===== config.mk =====
export PLATFORM = sky130hd
export DESIGN_NAME = standby_mode_sequencer
export DESIGN_NICKNAME = d
export VERILOG_FILES = /design/src/design/standby_pkg.sv /design/src/design/standby_mode_sequencer.sv /design/src/design/settle_counter.sv /design/src/design/edge_detect.sv
export VERILOG_INCLUDE_DIRS = /design/src /design/src/design
export SDC_FILE = /design/constraint.sdc
export NUM_CORES = 1
export LEC_CHECK = 0
export ABC_AREA = 1
export BUFFER_PORTS_ARGS = -buffer_cell sky130_fd_sc_hd__buf_2
export CORE_MARGIN = 2
export CORE_UTILIZATION = 30
export CTS_CLUSTER_SIZE = 24
export DETAILED_ROUTE_END_ITERATION = 8
export SYNTH_ARGS = -nofsm -noshare
export SYNTH_HDL_FRONTEND = slang
export SYNTH_SLANG_ARGS = --single-unit

===== constraint.sdc =====
create_clock -name ref_clk_i -period 2.5 [get_ports ref_clk_i]
set_clock_uncertainty 0.2 [all_clocks]
set_input_delay 0.125 -clock ref_clk_i [delete_from_list [all_inputs] [get_ports ref_clk_i]]
set_output_delay 0.125 -clock ref_clk_i [all_outputs]
set_load 0.005 [all_outputs]

===== src/design/standby_map.svh =====
// Constants for the standby mode sequencer: field positions, reset values, counts
`ifndef STANDBY_MAP_SVH
`define STANDBY_MAP_SVH

// Register offsets on the plain register port
`define STANDBY_CTRL_OFS 4'h0
`define SYS_CTRL_OFS 4'h1
`define STATUS_OFS 4'h2

// Standby control register fields
`define SSEL_BIT 7
`define SETTLE_CODE_LSB 4
`define STANDBY_CTRL_RST 8'h00

// System control register fields
`define EDGE_BIT 2
`define RAM_EN_BIT 0
`define SYS_CTRL_RST 8'h01

// Settle time codes
`define SETTLE_CODE_RSVD 3'h6
`define SETTLE_CODE_SHORT 3'h7
`define SETTLE_BASE_LOG2 13
`define SETTLE_SHORT 19'h00010

`endif


===== src/design/standby_pkg.sv =====
// Types shared by the standby mode sequencer
package standby_pkg;

  typedef enum logic [2:0] {
    ST_RUN,
    ST_SW_STANDBY,
    ST_SETTLE,
    ST_RESET_HOLD,
    ST_HW_STANDBY
  } mode_e;

  // Wake-up request lines from pins and interrupt controller
  typedef struct packed {
    logic nmi;
    logic [2:0] irq;
    logic [2:0] irq_en;
    logic [2:0] irq_mask;
  } wake_s;

  // Clock and reset controls to the rest of the chip
  typedef struct packed {
    logic cpu_clk_en;
    logic periph_clk_en;
    logic osc_en;
    logic chip_reset;
    logic periph_partial_reset;
    logic ports_hiz;
    logic int_start;
    logic reset_start;
  } ctl_s;

endpackage : standby_pkg


===== src/design/standby_mode_sequencer.sv =====
// Standby mode sequencer: software and hardware standby entry and exit
// How it works
// - Halt with select bit set enters software standby
// - Software standby stops processor, peripherals, oscillator
// - Standby keeps state except serial, pulse-width units
// - Only unmaskable, three interrupts, init, standby pins wake
// - Interrupt wake waits settling count, then exception
// - Disabled or masked interrupt lines never wake
// - Init pin low restarts clocks; reset on rise
// - Settle code gives 8192..262144, reserved, 16 states
// - Edge select: 0 falling, 1 rising
// - Standby pin low forces hardware standby always
// - Hardware standby resets all, ports float
// - Standby rise with init low enters reset
//
// The register offsets and the address-and-strobe port were left to the implementer.
`timescale 1ns/100ps
`include "standby_map.svh"
module standby_mode_sequencer (
  input wire logic ref_clk_i,
  input wire logic resetn_i,
  input wire logic halt_i,
  input wire logic chip_init_pin_n_i,
  input wire logic hw_standby_pin_n_i,
  input wire standby_pkg::wake_s wake_i,
  input wire logic [3:0] addr_i,
  input wire logic [7:0] wdata_i,
  input wire logic wr_i,
  input wire logic rd_i,
  output logic [7:0] rdata_o,
  output standby_pkg::ctl_s ctl_o,
  output logic [2:0] mode_o
);
  import standby_pkg::*;

  mode_e state_q;
  logic [7:0] standby_ctrl_q;
  logic [7:0] sys_ctrl_q;
  logic [7:0] rdata_q;
  logic wake_q;
  logic nmi_edge;
  logic irq_wake;
  logic settle_start;
  logic settle_done;
  logic standby_select;
  logic [2:0] settle_sel;

  assign standby_select = standby_ctrl_q[`SSEL_BIT];
  assign settle_sel = standby_ctrl_q[`SETTLE_CODE_LSB+:3];

  edge_detect u_nmi_edge (
    .ref_clk_i(ref_clk_i),
    .resetn_i(resetn_i),
    .pin_i(wake_i.nmi),
    .rise_sel_i(sys_ctrl_q[`EDGE_BIT]),
    .edge_o(nmi_edge)
  );

  // Low-level interrupt lines wake only when enabled and unmasked
  assign irq_wake = |(~wake_i.irq & wake_i.irq_en & ~wake_i.irq_mask);

  assign settle_start = (state_q == ST_SW_STANDBY) && hw_standby_pin_n_i &&
                        chip_init_pin_n_i && (nmi_edge || irq_wake);

  settle_counter u_settle (
    .ref_clk_i(ref_clk_i),
    .resetn_i(resetn_i),
    .start_i(settle_start),
    .sel_i(settle_sel),
    .done_o(settle_done)
  );

  // Mode sequencing
  always_ff @(posedge ref_clk_i or negedge resetn_i) begin
    if (!resetn_i) begin
      state_q <= ST_RUN;
    end else if (!hw_standby_pin_n_i) begin
      state_q <= ST_HW_STANDBY;
    end else begin
      unique case (state_q)
        ST_RUN: begin
          if (!chip_init_pin_n_i)
            state_q <= ST_RESET_HOLD;
          else if (halt_i && standby_select)
            state_q <= ST_SW_STANDBY;
        end
        ST_SW_STANDBY: begin
          if (!chip_init_pin_n_i)
            state_q <= ST_RESET_HOLD;
          else if (settle_start)
            state_q <= ST_SETTLE;
        end
        ST_SETTLE: begin
          if (!chip_init_pin_n_i)
            state_q <= ST_RESET_HOLD;
          else if (settle_done)
            state_q <= ST_RUN;
        end
        ST_RESET_HOLD: begin
          if (chip_init_pin_n_i)
            state_q <= ST_RUN;
        end
        ST_HW_STANDBY: begin
          state_q <= ST_RESET_HOLD;
        end
      endcase
    end
  end

  // Interrupt start pulse after a settled wake
  always_ff @(posedge ref_clk_i or negedge resetn_i) begin
    if (!resetn_i)
      wake_q <= 1'b0;
    else
      wake_q <= (state_q == ST_SETTLE) && settle_done &&
                hw_standby_pin_n_i && chip_init_pin_n_i;
  end

  // Control registers; hardware standby clears them like a reset
  always_ff @(posedge ref_clk_i or negedge resetn_i) begin
    if (!resetn_i) begin
      standby_ctrl_q <= `STANDBY_CTRL_RST;
      sys_ctrl_q <= `SYS_CTRL_RST;
    end else if (state_q == ST_HW_STANDBY) begin
      standby_ctrl_q <= `STANDBY_CTRL_RST;
      sys_ctrl_q <= `SYS_CTRL_RST;
    end else if (wr_i) begin
      if (addr_i == `STANDBY_CTRL_OFS)
        standby_ctrl_q <= {wdata_i[7:4], 4'h0};
      else if (addr_i == `SYS_CTRL_OFS)
        sys_ctrl_q <= {5'h00, wdata_i[2], 1'b0, wdata_i[0]};
    end
  end

  // Read data one cycle after the strobe, zero otherwise
  always_ff @(posedge ref_clk_i or negedge resetn_i) begin
    if (!resetn_i) begin
      rdata_q <= 8'h00;
    end else if (rd_i) begin
      unique case (addr_i)
        `STANDBY_CTRL_OFS: rdata_q <= standby_ctrl_q;
        `SYS_CTRL_OFS: rdata_q <= sys_ctrl_q;
        `STATUS_OFS: rdata_q <= {5'h00, state_q};
        default: rdata_q <= 8'h00;
      endcase
    end else begin
      rdata_q <= 8'h00;
    end
  end

  assign rdata_o = rdata_q;
  assign mode_o = state_q;

  // Clock, reset and port controls per mode
  always_comb begin
    ctl_o = '0;
    ctl_o.int_start = wake_q;
    ctl_o.reset_start = (state_q == ST_RESET_HOLD) && chip_init_pin_n_i;
    unique case (state_q)
      ST_RUN: begin
        ctl_o.cpu_clk_en = 1'b1;
        ctl_o.periph_clk_en = 1'b1;
        ctl_o.osc_en = 1'b1;
      end
      ST_SW_STANDBY: begin
        ctl_o.periph_partial_reset = 1'b1;
      end
      ST_SETTLE: begin
        ctl_o.osc_en = 1'b1;
        ctl_o.periph_partial_reset = 1'b1;
      end
      ST_RESET_HOLD: begin
        ctl_o.cpu_clk_en = 1'b1;
        ctl_o.periph_clk_en = 1'b1;
        ctl_o.osc_en = 1'b1;
        ctl_o.chip_reset = 1'b1;
      end
      ST_HW_STANDBY: begin
        ctl_o.chip_reset = 1'b1;
        ctl_o.ports_hiz = 1'b1;
      end
    endcase
  end

endmodule : standby_mode_sequencer


===== src/design/settle_counter.sv =====
// Oscillator settling counter with selectable terminal count
`timescale 1ns/100ps
`include "standby_map.svh"
module settle_counter (
  input wire logic ref_clk_i,
  input wire logic resetn_i,
  input wire logic start_i,
  input wire logic [2:0] sel_i,
  output logic done_o
);

  logic [18:0] cnt_q;
  logic run_q;
  logic [18:0] term;

  // Terminal count per code, 16 for the short code
  function automatic logic [18:0] settle_count(input logic [2:0] s);
    if (s == `SETTLE_CODE_SHORT)
      settle_count = `SETTLE_SHORT;
    else
      settle_count = 19'h00001 << (`SETTLE_BASE_LOG2 + s);
  endfunction : settle_count

  assign term = settle_count(sel_i);

  // Count clock states after oscillator restart
  always_ff @(posedge ref_clk_i or negedge resetn_i) begin
    if (!resetn_i) begin
      cnt_q <= 19'h00000;
      run_q <= 1'b0;
    end else if (start_i) begin
      cnt_q <= 19'h00000;
      run_q <= 1'b1;
    end else if (run_q) begin
      cnt_q <= cnt_q + 19'h00001;
      if (cnt_q + 19'h00001 == term)
        run_q <= 1'b0;
    end
  end

  assign done_o = run_q && (cnt_q + 19'h00001 == term);

endmodule : settle_counter


===== src/design/edge_detect.sv =====
// Selectable edge detector for the unmaskable interrupt pin
`timescale 1ns/100ps
module edge_detect (
  input wire logic ref_clk_i,
  input wire logic resetn_i,
  input wire logic pin_i,
  input wire logic rise_sel_i,
  output logic edge_o
);

  logic prev_q;

  // Previous pin level; resets to the idle high level, so no false edge
  always_ff @(posedge ref_clk_i or negedge resetn_i) begin
    if (!resetn_i)
      prev_q <= 1'b1;
    else
      prev_q <= pin_i;
  end

  assign edge_o = rise_sel_i ? (pin_i && !prev_q) : (!pin_i && prev_q);

endmodule : edge_detect


## Word-level counts from Yosys, hierarchy flattened

Index checks and enable logic that the tools add are counted.

| storage, ports and cells | value |
|---|---|
| register bits after elaboration | 49 |
| output and inout bits | 19 |

| operators by class | value |
|---|---|
| add/subtract/negate cells | 2 |
| shifts and indexed selects | 1 |
| equality and inequality tests | 13 |
| reduce and logical (&&, ||, !) cells | 28 |
| bitwise operators | 4 |
| mux-type cells | 30 |

Operators with widths:

| operator | number |
|---|---|
| 8-bit 2-to-1 mux | 8 |
| 19-bit 2-to-1 mux | 3 |
| 1-bit by 32-bit left shift with 19-bit output (first input constant) | 1 |
| 3-bit 2-to-1 mux | 8 |
| 8-bit one-hot mux with 3 select lines | 1 |
| 19-bit by 1-bit adder with 19-bit output (second input constant) | 1 |
| 19-bit equality test | 1 |
| 3-bit one-hot mux with 5 select lines | 1 |
| 4-bit inequality test (second input constant) | 3 |
| 1-bit logical AND | 11 |
| 1-bit 2-to-1 mux | 8 |
| 2-bit nonzero test | 4 |
| 3-bit bitwise AND | 2 |
| 3-bit by 2-bit equality test with 1-bit output (second input constant) | 2 |
| 3-bit equality test (second input constant) | 2 |
| 3-bit inverter | 2 |
| 2-bit OR reduction | 3 |
| 3-bit OR reduction | 2 |
| 4-bit by 3-bit adder with 5-bit output (first input constant) | 1 |
| 4-bit by 1-bit equality test with 1-bit output (second input constant) | 1 |
| 4-bit by 2-bit equality test with 1-bit output (second input constant) | 1 |
| 4-bit zero test | 1 |
| 4-bit AND reduction | 1 |
| 3-bit by 1-bit equality test with 1-bit output (second input constant) | 1 |
| other kinds (8) | 9 |

## Longest topological paths before layout

Gate-level depths: netlist (run 1).

| depth | value |
|---|---|
| word-level depth | 10 |
| gate-level depth with buffers | 21 |
| gate-level depth less buffers | 21 |

## Hierarchy

From an unflattened synthesis (run 1), not the netlist that was laid out.

| second synthesis, totals | value |
|---|---|
| cell total of the unflattened synthesis | 443 |
| area total of the unflattened synthesis | 2895.3 um^2 |

By module, submodules not included:

| module | area each (um^2) | cells an instance | instances |
|---|---|---|---|
| settle_counter | 1956.9 | 320 | 1 |
| standby_mode_sequencer | 887.1 | 116 | 1 |
| edge_detect | 51.3 | 7 | 1 |

## Worst setup path after synthesis (run 1)

No wires, ideal clock.

| timing | value |
|---|---|
| path type | reg-to-reg |
| from | reg standby_ctrl_q[4] |
| to | reg state_q[1], in the netlist mode_o[1] |
| required time | 2183 ps |
| library setup time | 117 ps |
| setup slack | 192 ps |
| stages on the path, launching flop included | 20 |
| buffers on the path | 0 |
| arrival time | 1991 ps |
| cells stage by stage | dfrtp_1 -> nand2_2 -> inv_1 -> ha_1 -> inv_1 -> nand2_1 -> nor2_2 -> inv_1 -> nor2_1 -> inv_1 -> nand2_1 -> nand2_1 -> nor2_1 -> nand3_1 -> nor2_2 -> nand3_1 -> nand2_2 -> nand2_1 -> nand2_1 -> nand2_1 |

| on the way | value |
|---|---|
| word-level cells in the longest chain between the ends | 7 |

RTL lines:

| item | line | text |
|---|---|---|
| from (decl) | standby_mode_sequencer.sv:37 | `logic [7:0] standby_ctrl_q;` |
| from (signal assigned) | standby_mode_sequencer.sv:122 | `` standby_ctrl_q <= `STANDBY_CTRL_RST; `` |
| from (signal assigned) | standby_mode_sequencer.sv:125 | `` standby_ctrl_q <= `STANDBY_CTRL_RST; `` |
| from (signal assigned) | standby_mode_sequencer.sv:129 | `standby_ctrl_q <= {wdata_i[7:4], 4'h0};` |
| 4-bit by 3-bit adder with 5-bit output (no line) | -- |  |
| 1-bit by 32-bit left shift with 19-bit output | settle_counter.sv:21 | `` settle_count = 19'h00001 << (`SETTLE_BASE_LOG2 + s); `` |
| 19-bit 2-to-1 mux * | settle_counter.sv:18 | `` if (s == `SETTLE_CODE_SHORT) `` |
| 19-bit equality test * | settle_counter.sv:41 | `assign done_o = run_q && (cnt_q + 19'h00001 == term);` |
| 1-bit logical AND * | settle_counter.sv:41 |  |
| 4-bit inequality test (no line) * | -- |  |
| 4-bit AND reduction (no line) * | -- |  |
| to (signal assigned) | standby_mode_sequencer.sv:97 | `state_q <= ST_RUN;` |
| to (signal assigned) | standby_mode_sequencer.sv:101 | `state_q <= ST_RUN;` |
| to (signal assigned) | standby_mode_sequencer.sv:104 | `state_q <= ST_RESET_HOLD;` |
| to (decl) | standby_mode_sequencer.sv:36 | `mode_e state_q;` |

Mark *: on every way between the ends. The rest lies on a longest branch, timed or not.
A chain may end at the register's enable or synchronous reset.

## Final worst setup path (run 1)

Ends and elaborated chain as after synthesis.

==> results of run 1 <==
## synth_stat cells, types with 2 or more instances
| cell type | number | area share, % |
|---|---|---|
| nor2_1 | 51 | 6.6 |
| nor2_2 | 5 | 1.1 |
| nor3_1 | 8 | 1.4 |
| nand2_1 | 137 | 18 |
| buf_4 | 3 | 0.77 |
| a21oi_1 | 18 | 3.1 |
| nand4_1 | 10 | 2.1 |
| nand3b_1 | 3 | 0.77 |
| dfrtp_1 | 36 | 31 |
| o22ai_1 | 2 | 0.43 |
| ha_1 | 4 | 1.7 |
| o21ai_0 | 26 | 4.5 |
| nand3_1 | 53 | 9.1 |
| nand2_2 | 4 | 0.86 |
| inv_1 | 84 | 11 |
| a31oi_1 | 4 | 0.86 |
| nand3_2 | 2 | 0.69 |
| clkinv_1 | 2 | 0.26 |
| nor2_4 | 4 | 1.5 |
| o21ai_1 | 2 | 0.34 |
| dfstp_2 | 2 | 1.8 |
| clkbuf_1 | 3 | 0.39 |
## path summary, 6_finish.rpt
check / start / to / slack, ns / depth (start not counted)
max in group asynchronous: resetn_i / standby_ctrl_q[5] / 1.26 / 2
worst min register to register: sys_ctrl_q[0] / rdata_o[0] / 0.32 / 2
min in group asynchronous: resetn_i / u_settle.cnt_q[6] / 0.27 / 2
worst min-delay path: addr_i[0] / rdata_o[2] / 0.02 / 5
worst max-delay path: standby_ctrl_q[4] / mode_o[1] / 0.02 / 17
worst max register to register: standby_ctrl_q[4] / mode_o[1] / 0.02 / 17
## area by class of cell
type	instances	area (sq um)	share of cell area, %
multi-input combinational	342	1730	45.3
sequential	38	953	25.0
timing repair buffer	80	542	14.2
inverter	87	335	8.79
tap	129	161	4.23
clock buffer	6	82.6	2.16
clock inverter	2	12.5	0.328
## power by group through the flow
stage	Combinational, uW	Clock, uW	Sequential [uW]
floorplan	939	0	913
global placement	1220	0	983
detailed placement	1240	0	989
CTS	1270	480	977
global route	1590	518	1020
finish	1390	469	989
## flip-flops by register name, summed over array words and instances, names as in the netlist
register,flops
mode_o,3
rdata_o,7
standby_ctrl_q,4
sys_ctrl_q,2
u_nmi_edge.prev_q,1
u_settle.cnt_q,19
u_settle.run_q,1
wake_q,1
## what timing repair did
action                                  in CTS  in global routing
hold buffers                                19                  0
endpoints found under the hold margin       51                  0
resized for setup                            5                 37
endpoints found under the setup margin       2                  4
pin swaps                                    7                 20
setup buffers                                2                  4
## kinds of logic (layout without fill, tap and decap cells)
group | after synthesis | in the layout
other | 1 | 1
DFF | 38 | 38
and+or+nand+nor | 280 | 280
AOI/OAI and AO/OA | 57 | 57
buffers and inverters | 94 | 175
adders and majority gates | 4 | 4
## routing by layer
metal	wire, um	up-vias	GRT usage, %
li1	-	1658	-
met3	528	18	3.12
met4	157	0	5.13
met1	4030	1470	23.7
met2	4110	113	28.7
met5	0	-	0
## worst min-delay path, delay by kind of cell
| kind | cells | cell delay (ns) |
|---|---|---|
| buffers and inverters | 2 | 0.17 |
| and+or+nand+nor | 2 | 0.13 |
| AOI/OAI and AO/OA | 1 | 0.08 |
## per-stage QoR
step	instance area [sq um]	power, uW	worst slack, ns	setup TNS [ns]
6_report	3820	2840	0.0196	0
3_3_place_gp	3340	2200	-0.0263	-0.0263
5_1_grt	3820	3130	-0.141	-0.300
2_1_floorplan	2920	1850	0.192	0
3_5_place_dp	3340	2230	-0.0704	-0.0708
4_1_cts	3650	2730	0.0200	0
==> qor.txt, run 1 <==
FFs w/ async S/R, synth - 100%
Core area - 9330 sq um
Layout cells sized above 1 - 21.1%
DR WL/cell - 12.9 um
Clock sinks - 38
Fmax - 403 MHz
Worst hold slack - 0.0166 ns
Slew margin rel. - 41.0%
Final Hold Viols - 0
First-pass GRT wire length - 14.5 mm
Sw frac - 47.2%
Status - complete, no violations
Syn nets - 507
Clock power frac - 16.5%
Post-synth EDFFs - 0
Iteration-0 DRC Markers - 184
Final wirelength - 8.82 mm
Most frequent cells in the layout - nand2_1, inv_1, nand3_1
Net switching power - 1340 uW
Seq pwr share - 34.8%
Cts bufs inserted - 5
Ant. Diodes - 0
Global placer's final weighted congestion - 0.930
Kind of critical path - flop to flop
Final ANT Viol Nets - 0
CP max FO - 4
Initial Util - 31.3%
Remaining DRCs - 0
Max-slew violation count - 0
Die Y - 103 um
Synthesis-stage register bit count - 38
Max Buffers Root-to-Sink - 2
Post-synthesis sequential area ratio - 32.7%
Initial antenna violation count - 0
CP max stage delay - 0.37 ns
Max_cap viols - 0
Simple-gate portion of the synthesized area - 42.4%
Mux share of post-synthesis cell area - 0%
Ys Warns - 0
Syn_area_per_cell - 6.15 sq um
Dpl cells - 651
Combinational Power Share - 48.7%
Vias - 3259
Final #Nets - 587
Synth Instances - 474
Grt ovf - 0
Share of synthesized cell area in full adder, half adder and majority cells - 1.72%
H-tree lvl count - 2
P_leak - 0.00188 uW
Buffers on Ports - 44
Slew @ Worst Pin - 0.885 ns
Non-Filler Instances - 684
Min Tclk post-route - 2.48 ns
Die X - 103 um
Top cell by count, worst path - nand2_2
Worst path buffer plus inverter count - 3
Internal - 1500 uW
Critical path required time - 2.49 ns
Critical path's top delay family - simple AND/OR/NAND/NOR gates
Peak supply drop - 250 uV
RSZ-0062 raised after global routing - true
Worst Setup End Kind - flop
WP data arrival - 2.47 ns
XOR/XNOR Fraction of Synth Area - 0%
Final setup fails - 0
Slowest cell on the critical path - dfrtp_1
Largest net degree at the start of global routing - 39
Initial DRT Pass Iterations - 5
Vias in the first global route - 3162
Layout fillers - 992
Min-Delay Path Class - primary input to flop
DR vias/cell - 4.76
Clock latency on the worst-skew pair - 0.31 ns
Main combinational cell family by area after synthesis - simple AND/OR/NAND/NOR gates
Area delta synth->final - 30.8%
Post-Route Utilization - 40.9%
CTS tree - done
HPWL after DPL - 6.46 mm
Mapped cell area - 2920 sq um
Netlist cell types - 33
Leading cell type in the layout, fill and taps excluded - nand2_1
Top FF cell, synth - dfrtp_1
Startpoint Class - flop
CTS Root Cell - clkbuf_8
FP Rows - 35
Critical path cell sequence - nand2_2, buf_6, ha_4, nor3_2, inv_2, nor2_4, inv_2, nand2_2, nand2_2, nor2_2, nand3_1, nor2_2, nand3_1, nand2_2, nand2_1, nand2_1, nand2_1
Pwr dens - 745 nW/um^2
All-Layer GR Usage - 17.5%
Period utilization - 99.2%
Synth Area in Compound Gates - 10.5%
Clk slew on worst S/H paths - 0.10 ns
IO Count - 48
Die area - 10500 sq um
Power figures use the tool's default switching activity.
==> run 2: changes to the inputs <==
Settings changed: RECOVER_POWER from default to 50.
==> run 2 against run 1 <==
- setup slack worse by 0.0016 ns
- clock power about the same
- utilization is 0.15 points lower
- sequential share of layout area grew 0.090 points
- first-iteration DRC count decreased by 7.6%
- die area unchanged
- critical endpoint unchanged
- largest cell class unchanged
- largest power group unchanged
- cell count stayed put
- non-clock buffer count stayed put
- highest routed layer unchanged
- fmax about the same
==> qor.txt, run 2 (synthesis results as in run 1) <==
CP max stage delay - 0.37 ns (about the same)
CTS Root Cell - clkbuf_8
Startpoint Class - flop
Die area - 10500 sq um (unchanged)
Place WS - -0.0704 ns (unchanged)
Initial DRT Pass Iterations - 5 (unchanged)
Non-Filler Instances - 684 (unchanged)
Largest net degree at the start of global routing - 39 (unchanged)
Critical path required time - 2.49 ns (about the same)
CTS tree - done
Critical path's top delay family - simple AND/OR/NAND/NOR gates
WP data arrival - 2.47 ns (about the same)
Final ANT Viol Nets - 0 (unchanged)
RSZ-0062 raised after global routing - true
Vias in the first global route - 3162 (unchanged)
Peak supply drop - 252 uV (+0.69%)
Fmax - 403 MHz (about the same)
Initial antenna violation count - 0 (unchanged)
Vias - 3274 (+0.46%)
Cts bufs inserted - 5 (unchanged)
Ant. Diodes - 0 (unchanged)
Clock latency on the worst-skew pair - 0.31 ns (about the same)
Met3 Track Usage GR - 3.12% (unchanged)
Critical path cell sequence - nand2_2, buf_6, ha_4, nor3_2, inv_2, nor2_4, inv_2, nand2_2, nand2_2, nor2_2, nand3_1, nor2_2, nand3_1, nand2_2, nand2_1, nand2_1, nand2_1
P_leak - 0.00184 uW (-2.2%)
Most frequent cells in the layout - nand2_1, inv_1, nand3_1
Top cell by count, worst path - nand2_2
Min Tclk post-route - 2.48 ns (+0.00165 ns)
FP Rows - 35 (unchanged)
Clock sinks - 38 (unchanged)
DR WL/cell - 12.9 um (unchanged)
Grt ovf - 0 (unchanged)
FF-to-FF setup slack - 0.02 ns (about the same)
Final Worst Setup Slack - 0.0180 ns (-0.00165 ns)
Min-Delay Path Class - primary input to flop
Slew @ Worst Pin - 0.985 ns (+0.100 ns)
Period utilization - 99.3% (about the same)
Slowest cell on the critical path - dfrtp_1
Final Hold Viols - 0 (unchanged)
Die Y - 103 um (unchanged)
Worst Setup End Kind - flop
GR Layer Usage met1 - 23.7% (unchanged)
Status - complete, no violations
Final wirelength - 8.82 mm (unchanged)
Slew margin rel. - 34.3% (-6.7 points)
Max reg flops - 19 (unchanged)
Initial Util - 31.3% (unchanged)
DR vias/cell - 4.79 (+0.46%)
Area delta synth->final - 30.4%
HPWL after DPL - 6.46 mm (unchanged)
All-Layer GR Usage - 17.5% (unchanged)
Worst path buffer plus inverter count - 3 (unchanged)
Global placer's final weighted congestion - 0.930 (unchanged)
Reg with most FFs - u_settle.cnt_q
Kind of critical path - flop to flop
Leading cell type in the layout, fill and taps excluded - nand2_1
Iteration-0 DRC Markers - 170 (-7.6%)
Global routing's busiest layer - met2
Max Buffers Root-to-Sink - 2 (unchanged)
Max_cap viols - 0 (unchanged)
Layout fillers - 995 (+0.30%)
Layout cells sized above 1 - 19.1% (-2.0 points)
Max-slew violation count - 0 (unchanged)
Grt met2 use - 28.7% (unchanged)
Final setup fails - 0 (unchanged)
Die X - 103 um (unchanged)
First-pass GRT wire length - 14.5 mm (unchanged)
Final #Nets - 587 (unchanged)
Core area - 9330 sq um (unchanged)
Buffers on Ports - 44 (unchanged)
Clk slew on worst S/H paths - 0.10 ns (about the same)
CP max FO - 4 (unchanged)
IO Count - 48 (unchanged)
Dpl cells - 651 (unchanged)
H-tree lvl count - 2 (unchanged)
Pwr dens - 748 nW/um^2 (+0.36%)
Remaining DRCs - 0 (unchanged)
==> run 2: worst paths after layout <==
kind,endpoint,start,cells past startpoint
max in group asynchronous,standby_ctrl_q[5],resetn_i,2
worst min-delay path,rdata_o[2],addr_i[0],5
worst max-delay path,mode_o[1],standby_ctrl_q[4],17
min in group asynchronous,u_settle.cnt_q[6],resetn_i,2
worst min register to register,rdata_o[0],sys_ctrl_q[0],2
worst max register to register,mode_o[1],standby_ctrl_q[4],17
==> run 2: routing by layer <==
metal  vias to the layer above  share of wire, %  wire, um
li1                       1656                 -         -
met2                       124                47      4120
met5                         -                 0         0
met3                        16               6.1       540
met4                         0               1.6       143
met1                      1478                45      4010
==> run 2: area by class of cell <==
cell class | instances | area [sq um] | share of cell area [%]
Clock buffer | 6 | 82.6 | 2.17
Clock inverter | 2 | 12.5 | 0.329
Inverter | 87 | 335 | 8.82
Multi-Input combinational cell | 342 | 1730 | 45.5
Sequential cell | 38 | 953 | 25.1
Tap cell | 129 | 161 | 4.24
Timing Repair Buffer | 80 | 528 | 13.9
==> run 2: power breakdown <==
part / internal (uW) / switching, uW / total [uW]
combinational: 505 / 880 / 1380
clock: 222 / 248 / 471
sequential: 774 / 215 / 989
==> run 2: what timing repair did <==
action | 4_1_cts | 5_1_grt
pin swaps | 7 | 20
hold buffers | 19 | 0
gates resized for setup | 5 | 37
setup buffers | 2 | 4
endpoints found under the setup margin | 2 | 4
cloned | 0 | 0
hold endpoints to repair | 51 | 0
==> run 2: metrics by stage <==
step	instance area, sq um	total power (uW)	hold WS (ns)	utilization, %	setup TNS (ns)
finish	3800	2840	0.0206	40.8	0
floorplan	2920	1850	-0.371	-	0
detailed placement	3340	2230	0.0570	35.8	-0.0708
CTS	3650	2730	0.0109	39.2	0
global placement	3340	2200	0.0507	35.8	-0.0263
global route	3800	3130	0.0524	40.8	-0.300
==> run 2: worst register-to-register path, stage by stage, from the launching register on <==
cell and delay (ns):
dfrtp_1 0.37, nand2_2 0.12, buf_6 0.14, ha_4 0.26
nor3_2 0.21, inv_2 0.08, nor2_4 0.11, inv_2 0.04
nand2_2 0.05, nand2_2 0.08, nor2_2 0.13, nand3_1 0.09
nor2_2 0.15, nand3_1 0.10, nand2_2 0.10, nand2_1 0.05
nand2_1 0.05, nand2_1 0.05
==> run 3: changes to the inputs <==
Settings changed: CORE_UTILIZATION 30 to 57, PLACE_DENSITY from default to 0.81.
==> run 3 against run 2 <==
- the run now ends with negative setup slack left
- fmax down 2.0%
- largest cell class unchanged
- setup slack worse by 0.050 ns
- utilization up 34 points
- count of clock-buffer cells in the layout down 1
- die area down 46%
- highest routed layer unchanged
- register-to-register slack worse by 0.05 ns
- combinational power up 3%
- wire length up 1.1%
==> qor.txt, run 3 (synthesis results as in run 1) <==
Kind of critical path - flop to flop
Max_cap viols - 0 (unchanged)
Min-Delay Path Class - primary input to flop
IO Count - 48 (unchanged)
Ant. Diodes - 0 (unchanged)
Dpl cells - 590 (-9.4%)
CP max FO - 6 (+2)
H-tree lvl count - 2 (unchanged)
Clock sinks - 38 (unchanged)
Initial DRT Pass Iterations - 5 (unchanged)
Status - finished, violations left
First-pass GRT wire length - 13.2 mm (-8.9%)
Vias - 3432 (+4.8%)
Remaining DRCs - 0 (unchanged)
Place WS - -0.0289 ns (+0.0415 ns)
Max Buffers Root-to-Sink - 2 (unchanged)
Final ANT Viol Nets - 0 (unchanged)
Failing checks - negative setup slack
Grt ovf - 0 (unchanged)
Initial Util - 58.2% (+27 points)
Most frequent cells in the layout - nand2_1, inv_1, nand3_1
Die Y - 75.5 um (-26%)
CTS tree - done
Critical path cell sequence - nand2_4, ha_4, nand4_1, nor2_1, nand2_1, nand2_1, nand2_1, nor2_1, nand3_1, nor2_2, nand3_1, nand2_2, nand2_1, nand2_1, nand2_1
Cts bufs inserted - 5 (unchanged)
Final wirelength - 8.92 mm (+1.1%)
Global placer's final weighted congestion - 0.997 (+7.2%)
Final Worst Setup Slack - -0.0318 ns (-0.0497 ns)
Buffers on Ports - 44 (unchanged)
Die area - 5700 sq um (-46%)
All-Layer GR Usage - 30.5% (+13 points)
Period utilization - 101% (+2.0 points)
Worst Setup End Kind - flop
Clock latency on the worst-skew pair - 0.30 ns (about the same)
Vias in the first global route - 3039 (-3.9%)
Fmax - 395 MHz (-2.0%)
HPWL after DPL - 5.73 mm (-11%)
Slew @ Worst Pin - 0.965 ns (-0.0203 ns)
Top cell by count, worst path - nand2_1
Leading cell type in the layout, fill and taps excluded - nand2_1
Max reg flops - 19 (unchanged)
Reg with most FFs - u_settle.cnt_q
GR Layer Usage met1 - 34.2% (+11 points)
Final setup fails - 1 (+1)
Slew margin rel. - 35.7% (+1.4 points)
Largest net degree at the start of global routing - 39 (unchanged)
FF-to-FF setup slack - -0.03 ns (-0.05 ns)
CTS Root Cell - clkbuf_8
Global routing's busiest layer - met2
Initial antenna violation count - 0 (unchanged)
Startpoint Class - flop
Total power - 2860 uW (+0.59%)
CP max stage delay - 0.40 ns (+0.03 ns)
DR vias/cell - 5.46 (+14%)
RSZ-0062 raised after global routing - true
P_leak - 0.00189 uW (+2.6%)
Layout fillers - 406 (-59%)
Die X - 75.5 um (-26%)
Final Hold Viols - 0 (unchanged)
DR WL/cell - 14.2 um (+10%)
Critical path required time - 2.49 ns (about the same)
Final #Nets - 591 (+0.68%)
Non-Filler Instances - 629 (-8.0%)
Layout cells sized above 1 - 19.1% (+0.042 points)
Iteration-0 DRC Markers - 261 (+54%)
Peak supply drop - 537 uV (+110%)
Max-slew violation count - 0 (unchanged)
Min Tclk post-route - 2.53 ns (+0.0497 ns)
WP data arrival - 2.53 ns (+0.06 ns)
Area of the multi-input gates - 1740 sq um (+0.43%)
FP Rows - 26 (-26%)
Clk slew on worst S/H paths - 0.08 ns (-0.02 ns)
Area delta synth->final - 28.8%
Grt met2 use - 55.6% (+27 points)
Core area - 5010 sq um (-46%)
FF/Latch Area - 953 sq um (unchanged)
Pwr dens - 761 nW/um^2 (+1.8%)
Slowest cell on the critical path - dfrtp_1
Met3 Track Usage GR - 6.48% (+3.4 points)
## run 3: cell types whose count changed in the layout (fill, tap and decap cells not counted), sizes merged
cell / delta
buf: +7
clkbuf: -3
clkinv: +1
dlygate4sd3: -1
## run 3: cell type report
type,instances,area share (%)
inverters,87,8.92
flip-flops and latches,38,25.4
well taps,70,2.33
multi-input cells,342,46.2
clock inverters,3,0.566
clock buffers,5,1.83
repair buffers,84,14.8
## run 3: power breakdown
| group | internal, uW | switching, uW |
|---|---|---|
| Combinational | 518 | 900 |
| Sequential | 773 | 235 |
| Clock | 196 | 238 |
## run 3: metal layers
metal / vias to the layer above / routed length [um]
li1: 1667 / -
met1: 1560 / 3530
met2: 174 / 4380
met3: 31 / 664
met4: 0 / 349
met5: - / 0
## run 3: stage by stage
| step | util [%] | area (sq um) | hold WS, ns | TNS [ns] |
|---|---|---|---|---|
| 3_3_place_gp | 64.9 | 3250 | 0.0509 | 0 |
| 6_report | 75.0 | 3760 | 0.0263 | -0.0318 |
| 3_5_place_dp | 64.9 | 3250 | 0.0558 | -0.0289 |
| 2_1_floorplan | - | 2920 | -0.371 | 0 |
| 5_1_grt | 75.0 | 3760 | 0.0450 | -0.512 |
| 4_1_cts | 70.6 | 3540 | 0.00155 | 0 |
## run 3: final timing paths
check,start,end,cells after the start
max,standby_ctrl_q[5],mode_o[1],15
min,addr_i[3],rdata_o[5],4
max reg2reg,standby_ctrl_q[5],mode_o[1],15
max in group asynchronous,resetn_i,u_settle.cnt_q[15],2
min in group asynchronous,resetn_i,u_settle.cnt_q[8],2
min reg2reg,mode_o[1],mode_o[1],2
## run 3: worst max-delay path, delay by kind of cell (launching register included)
kind,cells,cell delay (ns)
and+or+nand+nor,14,1.52
DFF,1,0.40
adders and majority gates,1,0.32
## run 3: timing repair
item                                    CTS  global route
buffers inserted                          1            12
hold buffers                             18             0
endpoints found under the hold margin    52             0
pin swaps                                 1            16
endpoints found under the setup margin    1             4
resized for setup                         2            36
